<file path="src/core/pvic_pkg.sv">
`default_nettype none
package pvic_pkg;

    // Source and vector counts.
    localparam int NSRC = 24;
    localparam int NVEC = 10;

    // Priority levels, larger value outranks smaller.
    localparam logic [1:0] LVL_LOW  = 2'h0;
    localparam logic [1:0] LVL_HIGH = 2'h1;
    localparam logic [1:0] LVL_TOP  = 2'h2;

    // Vector address of index i is VEC_FIRST + i * VEC_STEP.
    localparam logic [19:0] VEC_FIRST = 20'h00003;
    localparam logic [19:0] VEC_STEP  = 20'h00008;

    // Source bit positions in the request and flag vectors.
    localparam int SRC_EXT0   = 0;
    localparam int SRC_EXT1   = 1;
    localparam int SRC_EXT2   = 2;
    localparam int SRC_REMOTE = 5;
    localparam int SRC_PORT0  = 20;

    // Vector index of each source, four bits per source, source 0 lowest.
    localparam logic [95:0] SRC_VEC_MAP = 96'h9999_8887_7665_5433_3322_2210;

    // Sources able to end the full hold, extra ones for crystal hold, level-only pins.
    localparam logic [23:0] HOLD_WAKE_MASK  = 24'h100097;
    localparam logic [23:0] XHOLD_WAKE_MASK = 24'h000320;
    localparam logic [23:0] EXT01_MASK      = 24'h000003;

    // Register byte offsets.
    localparam logic [7:0] OFS_LVL_SEL   = 8'h00;
    localparam logic [7:0] OFS_SRC_EN    = 8'h04;
    localparam logic [7:0] OFS_SRC_FLAG  = 8'h08;
    localparam logic [7:0] OFS_CTRL      = 8'h0c;
    localparam logic [7:0] OFS_FLAG_LIST = 8'h10;
    localparam logic [7:0] OFS_STATUS    = 8'h14;

    // Control register fields.
    localparam int CTRL_GEN    = 0;
    localparam int CTRL_LVLDET = 1;
    localparam int CTRL_SB     = 4;

    // Status register fields.
    localparam int STAT_ISV = 0;
    localparam int STAT_IDX = 4;
    localparam int STAT_REQ = 8;
    localparam int STAT_LVL = 9;

    // Reset values.
    localparam logic [23:0] SRC_EN_RST  = 24'hffffff;
    localparam logic [9:0]  LVL_SEL_RST = 10'h000;

    // Standby states, Gray coded along run, halt, hold, crystal hold.
    typedef enum logic [1:0] {
        SB_RUN   = 2'b00,
        SB_HALT  = 2'b01,
        SB_HOLD  = 2'b11,
        SB_XHOLD = 2'b10
    } pvic_standby_t;

    // Arbitration result.
    typedef struct packed {
        logic       valid;
        logic [3:0] idx;
        logic [1:0] lvl;
    } pvic_grant_t;

    // Whole state of the controller.
    typedef struct packed {
        logic [23:0]   flag;
        logic [23:0]   en;
        logic [9:0]    lvl_sel;
        logic          gen;
        logic [1:0]    lvldet;
        logic [2:0]    isv;
        logic [23:0]   list;
        pvic_standby_t sb;
        logic          req;
        logic [3:0]    idx;
        logic [1:0]    lvl;
        logic [19:0]   vaddr;
        logic          pready;
        logic          pslverr;
        logic [31:0]   prdata;
    } pvic_state_t;

    // Vector index that a source is wired to.
    function automatic logic [3:0] vec_of(input int src);
        vec_of = SRC_VEC_MAP[4*src +: 4];
    endfunction : vec_of

    // Level of a vector: the first two choose top or low, the rest high or low.
    function automatic logic [1:0] vec_level(input logic sel, input int v);
        if (!sel) begin
            vec_level = LVL_LOW;
        end else if (v < 2) begin
            vec_level = LVL_TOP;
        end else begin
            vec_level = LVL_HIGH;
        end
    endfunction : vec_level

    // A level is admitted only if nothing at or above it is in service.
    function automatic logic lvl_allowed(input logic [1:0] lvl, input logic [2:0] isv);
        lvl_allowed = ((isv >> lvl) == 3'h0);
    endfunction : lvl_allowed

endpackage : pvic_pkg
`default_nettype wire

</file>
<file path="src/core/pvic_arbiter.sv">
`timescale 1ns/1ps
`default_nettype none
module pvic_arbiter
    import pvic_pkg::*;
(
    input  wire logic [9:0] vec_pend,
    input  wire logic [9:0] lvl_sel,
    input  wire logic [2:0] isv,
    output pvic_grant_t     grant
);

    logic [1:0] l;

    // Ascending scan with a strict compare keeps the smallest index among equals.
    always_comb begin
        grant = '0;
        l     = LVL_LOW;
        for (int i = 0; i < NVEC; i++) begin
            l = vec_level(lvl_sel[i], i);
            if (vec_pend[i] && lvl_allowed(l, isv) && (!grant.valid || l > grant.lvl)) begin
                grant.valid = 1'b1;
                grant.idx   = 4'(i);
                grant.lvl   = l;
            end
        end
    end

endmodule : pvic_arbiter
`default_nettype wire

</file>
<file path="src/core/pvic_ctrl.sv">
// Operation
// - Three levels low, high and top, top outranks high outranks low.
// - Requests at or below the level in service are not accepted.
// - Of simultaneous vectors, the highest level is granted first.
// - Among equal levels, the smallest vector address wins.
// - Twenty-four sources funnel onto ten vectors, seven of them shared.
// - Vectors 03h and 0Bh serve pins zero and one, top or low.
// - Vector 13h shares pins two, four, timer zero low, remote receiver; high or low.
// - Vector 1Bh shares pins three, five, base timers; 23h serves timer zero high.
// - 2Bh timer one halves; 33h serial zero or receive; 3Bh serial one or transmit.
// - 43h converter, timers six, seven; 4Bh port zero, timers four, five, PWM.
// - A readable list shows which sources caused the last branch.
// - Any acceptable interrupt ends the halt state.
// - Pins zero, one, two, four, five and port zero end the hold state.
// - Pins zero and one wake from hold only under level detection.
// - Crystal hold also wakes on base timer and remote receiver events.
`timescale 1ns/1ps
`default_nettype none
module pvic_ctrl
    import pvic_pkg::*;
(
    input  wire logic        clk,
    input  wire logic        rst_n,
    input  wire logic        psel,
    input  wire logic        penable,
    input  wire logic        pwrite,
    input  wire logic [7:0]  paddr,
    input  wire logic [31:0] pwdata,
    output logic      [31:0] prdata,
    output logic             pready,
    output logic             pslverr,
    input  wire logic [23:0] src_evt,
    input  wire logic        irq_ack,
    input  wire logic        irq_ret,
    output logic             irq_req,
    output logic      [19:0] irq_vec_addr,
    output logic      [1:0]  irq_lvl,
    output logic      [1:0]  standby_mode
);

    pvic_state_t s_r;
    pvic_state_t s_nxt;
    logic [9:0]  vec_pend;
    pvic_grant_t grant;
    logic [23:0] act;
    logic [23:0] wake_src;
    logic        wr_en;
    logic        rd_setup;
    logic        mapped;

    // Enabled pending sources.
    assign act = s_r.flag & s_r.en;

    generate
        for (genvar v = 0; v < NVEC; v++) begin : g_vec
            logic [23:0] hit;
            for (genvar k = 0; k < NSRC; k++) begin : g_src
                assign hit[k] = act[k] && (vec_of(k) == 4'(v));
            end
            assign vec_pend[v] = |hit;
        end
    endgenerate

    pvic_arbiter u_arb (
        .vec_pend (vec_pend),
        .lvl_sel  (s_r.lvl_sel),
        .isv      (s_r.isv),
        .grant    (grant)
    );

    // Wake sources: pins zero and one count only with level detection chosen.
    // level-only pins.
    always_comb begin
        wake_src = HOLD_WAKE_MASK & ~EXT01_MASK;
        wake_src[SRC_EXT0] = s_r.lvldet[0];
        wake_src[SRC_EXT1] = s_r.lvldet[1];
        if (s_r.sb == SB_XHOLD) begin
            wake_src = wake_src | XHOLD_WAKE_MASK;
        end
    end

    // Bus decode; the slave answers in the first access cycle.
    assign wr_en    = psel && penable && s_r.pready && pwrite;
    assign rd_setup = psel && !penable;
    assign mapped   = (paddr <= OFS_STATUS) && (paddr[1:0] == 2'h0);

    // Next-state logic for the whole controller.
    always_comb begin
        s_nxt = s_r;
        // Bus answer is staged in the setup cycle so pready comes from a flop.
        s_nxt.pready  = rd_setup;
        s_nxt.pslverr = rd_setup && !mapped;
        s_nxt.prdata  = 32'h0;
        if (rd_setup && !pwrite) begin
            case (paddr)
                OFS_LVL_SEL:   s_nxt.prdata = {22'h0, s_r.lvl_sel};
                OFS_SRC_EN:    s_nxt.prdata = {8'h0, s_r.en};
                OFS_SRC_FLAG:  s_nxt.prdata = {8'h0, s_r.flag};
                OFS_CTRL:      s_nxt.prdata = {26'h0, s_r.sb, 1'b0, s_r.lvldet, s_r.gen};
                OFS_FLAG_LIST: s_nxt.prdata = {8'h0, s_r.list};
                OFS_STATUS:    s_nxt.prdata = {21'h0, s_r.lvl, s_r.req, s_r.idx, 1'b0, s_r.isv};
                default:       s_nxt.prdata = 32'h0;
            endcase
        end
        // Register writes; flags are write-one-to-clear.
        if (wr_en) begin
            case (paddr)
                OFS_LVL_SEL:  s_nxt.lvl_sel = pwdata[9:0];
                OFS_SRC_EN:   s_nxt.en = pwdata[23:0];
                OFS_SRC_FLAG: s_nxt.flag = s_r.flag & ~pwdata[23:0];
                OFS_CTRL: begin
                    s_nxt.gen    = pwdata[CTRL_GEN];
                    s_nxt.lvldet = pwdata[CTRL_LVLDET +: 2];
                    s_nxt.sb     = pvic_standby_t'(pwdata[CTRL_SB +: 2]);
                end
                default: ;
            endcase
        end
        // flags stay until cleared; a new event wins over a clear.
        s_nxt.flag = s_nxt.flag | src_evt;
        // Return from service drops the highest in-service level first.
        if (irq_ret) begin
            if (s_r.isv[2]) begin
                s_nxt.isv[2] = 1'b0;
            end else if (s_r.isv[1]) begin
                s_nxt.isv[1] = 1'b0;
            end else begin
                s_nxt.isv[0] = 1'b0;
            end
        end
        // the acknowledged level enters service and masks its peers.
        if (irq_ack && s_r.req) begin
            s_nxt.isv[s_r.lvl] = 1'b1;
            for (int k = 0; k < NSRC; k++) begin
                s_nxt.list[k] = act[k] && (vec_of(k) == s_r.idx);
            end
        end
        // request follows the arbiter.
        // A stale request is dropped in the ack cycle while service state settles.
        s_nxt.req = grant.valid && s_r.gen && !irq_ack && !irq_ret;
        if (grant.valid) begin
            s_nxt.idx   = grant.idx;
            s_nxt.lvl   = grant.lvl;
            s_nxt.vaddr = VEC_FIRST + 20'(grant.idx) * VEC_STEP;
        end
        // Standby release.
        case (s_r.sb)
            // halt ends on an admissible interrupt.
            SB_HALT: if (grant.valid && s_r.gen) begin
                s_nxt.sb = SB_RUN;
            end
            SB_HOLD, SB_XHOLD: if (|(act & wake_src)) begin
                s_nxt.sb = SB_RUN;
            end
            default: ;
        endcase
    end

    // Single state register.
    always_ff @(posedge clk or negedge rst_n) begin
        if (!rst_n) begin
            s_r         <= '0;
            s_r.en      <= SRC_EN_RST;
            s_r.lvl_sel <= LVL_SEL_RST;
            s_r.sb      <= SB_RUN;
        end else begin
            s_r <= s_nxt;
        end
    end

    // Outputs straight from the state register.
    assign prdata       = s_r.prdata;
    assign pready       = s_r.pready;
    assign pslverr      = s_r.pslverr;
    assign irq_req      = s_r.req;
    assign irq_vec_addr = s_r.vaddr;
    assign irq_lvl      = s_r.lvl;
    assign standby_mode = s_r.sb;

    // Checker helpers: is there a better candidate than the current grant.
    logic [9:0] better_lvl;
    logic [9:0] better_idx;
    generate
        for (genvar v = 0; v < NVEC; v++) begin : g_chk
            logic [1:0] lv;
            assign lv = vec_level(s_r.lvl_sel[v], v);
            assign better_lvl[v] = vec_pend[v] && lvl_allowed(lv, s_r.isv) && lv > grant.lvl;
            assign better_idx[v] = vec_pend[v] && lv == grant.lvl && 4'(v) < grant.idx;
        end
    endgenerate
endmodule : pvic_ctrl
`default_nettype wire

</file>
<file path="config.mk">
export PLATFORM = sky130hd
export DESIGN_NAME = pvic_ctrl
export DESIGN_NICKNAME = d
export VERILOG_FILES = /design/src/core/pvic_pkg.sv /design/src/core/pvic_arbiter.sv /design/src/core/pvic_ctrl.sv
export SDC_FILE = /design/constraint.sdc
export NUM_CORES = 1
export LEC_CHECK = 0
export BUFFER_PORTS_ARGS = -buffer_cell sky130_fd_sc_hd__clkbuf_2
export CAP_MARGIN = 20
export CORE_AREA = 2 2 151 153
export CTS_BUF_LIST = sky130_fd_sc_hd__clkbuf_8
export DETAILED_ROUTE_END_ITERATION = 6
export DIE_AREA = 0 0 153 155
export SYNTH_ARGS = -nofsm -noshare
export SYNTH_HDL_FRONTEND = slang
export SYNTH_HIERARCHICAL = 1
export SYNTH_SLANG_ARGS = --single-unit
</file>
<file path="constraint.sdc">
create_clock -name clk -period 10.4 [get_ports clk]
set_input_delay 1.56 -clock clk [delete_from_list [all_inputs] [get_ports clk]]
set_output_delay 1.56 -clock clk [all_outputs]
set_load 0.01 [all_outputs]
</file>
==> reports/results.tsv <==
metric	value	unit
Tightest Pin Transition	0.966	ns
dpl hpwl	12100	µm
grt ovf	0	
Distinct cells, synth	64	
Synth Warn #	6	
synthesized flop and latch total	124	
Critical Path Source Type	register	
io pins	130	
setup TNS	0	ns
ant diodes	0	
CP required	10.75	ns
initial antenna violation count	0	
top cells by area, synth	dfrtp_1 (38%), dfstp_2 (9.7%), mux2_2 (8.3%)	
Fin. Hold Viols	0	
area leader, netlist	dfrtp_1	
path type of the worst setup path	register to register	
slowest CP cell	dfstp_2	
sequential cell area fraction in the yosys report	48.0	%
Residual DRC	0	
gr usage total	14.7	%
post-layout min period	9.90	ns
VDD IR max	0.104	mV
CP Max Fanout	4	
Nets	724	
first-pass GRT wire length	26600	µm
share of cells above drive strength 1	37.2	%
status	finished clean	
relative slew slack	35.4	%
Detailed Routing Iterations Pass 1	5	
tightest hold margin	0.491	ns
arrival time at the worst endpoint	10.24	ns
Final setup violation count	0	
cell mode on critical path	ha_1	
top_reg_cell synth	dfrtp_1	
Routability Congestion	0.832	
CTS max path bufs	2	
row count	55	
Post-Syn Area	6530	µm²
routed length per instance	18.1	µm
RSZ-0062 raised after global routing	false	
chip width	153	µm
Largest stage delay, worst path	0.55	ns
Post-synth EDFFs	0	
Yosys top cell area share	38.3	%
number of global-route vias before repair	4650	
MaxCap Viol Count	0	
Die H	155	µm
Post-synth ARST share	100	%
final period utilization	95.2	%
H-tree Lvls	4	
CTS Sinks	124	
Layout Skew	0.0131	ns
Syn Area/Cell	11.4	µm²
largest net degree at the start of global routing	72	
Max Slew Vio Count	0	
CP Capture Type	register	
Post-Syn Instances	575	
P per Cell Area	136	nW/µm²
Initial Util	29.4	%
# port buffers	99	
core area	22200	µm²
clk_lat worst skew	0.46	ns
die area	23700	µm²
routed wire length	17000	µm
fin util	33.5	%
CTS tree	yes	
Pleak	3.20	nW
initial drt markers	310	
Routed Antenna Nets	0	
via count	4742	
root buf cell	clkbuf_8	
Clock transition at path regs	0.08	ns
cts bufs inserted	17	
worst hold path type	register to register	
Synth-to-Final Area Change	14.1	%
fmax	0.101	GHz
Vias/cell	5.02	
total power	1.01	mW
-- cells in the mapped netlist, types with 3 or more instances --
cell,n
buf_6,5
mux2_2,48
buf_4,56
nor4_1,3
or2_2,3
a21oi_1,10
a21o_1,25
dfrtp_1,100
nand2b_1,13
clkbuf_1,9
buf_1,3
nor2b_1,4
a22oi_1,26
o21ai_0,8
nand2_1,47
a32o_1,21
and2_1,5
buf_2,6
inv_1,13
ha_1,7
a22o_1,18
mux4_2,9
dfstp_2,24
nor3_1,9
nand3_1,17
nor2_1,33
mux2i_1,4
or3_1,6
-- sequential cells by signal, summed over array words and instances (netlist names) --
name / cells
irq_lvl: 2
irq_req: 1
irq_vec_addr: 1
prdata: 24
pready: 1
pslverr: 1
s_r: 92
standby_mode: 2
-- stage by stage --
stage                     setup slack, ns  std cells  cell area [µm²]
final                               0.504        944             7450
after global routing               0.0753        944             7450
after CTS                           0.391        941             7410
after detailed placement            0.418        909             6990
after global placement              0.492        908             6980
after floorplan                      1.15        596             6610
-- kinds of logic (layout without fill, tap and decap cells) --
| logic type | count (synthesis) | count (layout) | share of synthesized area (%) |
|---|---|---|---|
| AO/OA/AOI/OAI | 130 | 130 | 16.3 |
| AND/OR/NAND/NOR | 158 | 158 | 12.8 |
| buffers and inverters | 92 | 155 | 9.19 |
| other | 1 | 22 | 0.0574 |
| adder cells (fa/ha/maj) | 7 | 7 | 1.34 |
| flip-flops | 124 | 124 | 48.0 |
| multiplexers | 63 | 63 | 12.4 |
-- repair_timing --
item | in CTS | in global routing
hold buffers | 0 | 0
endpoints found under the setup margin | 0 | 3
gates resized for setup | 0 | 4
setup buffers | 0 | 3
-- cell type report --
type	instances	area, µm²
Fill cell	2217	14800
Clock inverter	15	190
Tap cell	285	357
Clock buffer	17	234
Timing Repair Buffer	110	581
Multi-Input combinational cell	380	2910
Sequential cell	124	3130
Inverter	13	48.8
-- report_power, final --
group          internal (mW)  switching (mW)  total (mW)
clock network          0.241           0.214       0.455
registers              0.486         0.00660       0.493
logic                 0.0232          0.0398      0.0630
-- worst max-delay path, delay by kind of cell (launching register included) --
| kind | cells | cell delay [ns] |
|---|---|---|
| fa+ha+maj | 7 | 1.87 |
| compound gates | 13 | 2.81 |
| buf+inv | 1 | 0.04 |
| simple gates | 12 | 3.27 |
| flops | 1 | 0.55 |
| mux | 4 | 1.23 |
-- placed cells by master (no fill, tap or decap), types with 2 or more instances in the layout --
master     instances
and2_1             5
mux2_2            48
a21oi_1            7
a22oi_1           26
nor2_1            33
ha_1               7
nand3_1           17
or3_1              6
a21o_1            25
a32o_1            21
nand2_1           47
dfrtp_1          100
o32ai_1            2
or4_1              2
or2_2              3
nor2b_1            4
nor4_1             3
nand4_1            2
inv_1             13
a31oi_1            2
nor3_1             9
nor4_4             3
bufinv_16          3
o21ai_0            8
a22o_1            18
mux4_2             9
o21a_1             2
clkinv_4           7
a21oi_2            3
inv_6              3
clkbuf_2          98
buf_4             12
clkbuf_8          17
nand2b_1          13
dfstp_2           24
mux2i_1            3
conb_1            22
o31a_1             2
-- path summary, 6_finish.rpt --
| check | slack, ns | to | startpoint | depth (start not counted) |
|---|---|---|---|---|
| min in group asynchronous | 1.12 | s_r[146]$_DFF_PN0_ | rst_n | 1 |
| min reg2reg | 0.49 | s_r[72]$_DFFE_PN0P_ | s_r[72]$_DFFE_PN0P_ | 1 |
| max reg2reg | 0.50 | irq_lvl[0]$_DFFE_PN0P_ | s_r[104]$_DFFE_PN1P_ | 37 |
| min | 0.49 | s_r[72]$_DFFE_PN0P_ | s_r[72]$_DFFE_PN0P_ | 1 |
| max in group asynchronous | 7.91 | s_r[96]$_DFFE_PN0P_ | rst_n | 2 |
| max | 0.50 | irq_lvl[0]$_DFFE_PN0P_ | s_r[104]$_DFFE_PN1P_ | 37 |
-- routing by layer --
| metal | share of wire (%) | GRT usage, % | vias to the layer above |
|---|---|---|---|
| met5 | 0 | 0 | - |
| li1 | - | - | 2186 |
| met4 | 1.4 | 4.89 | 0 |
| met3 | 5.0 | 3.18 | 15 |
| met2 | 50 | 24.4 | 167 |
| met1 | 44 | 19.0 | 2374 |
(Power assumes the default switching activity.)
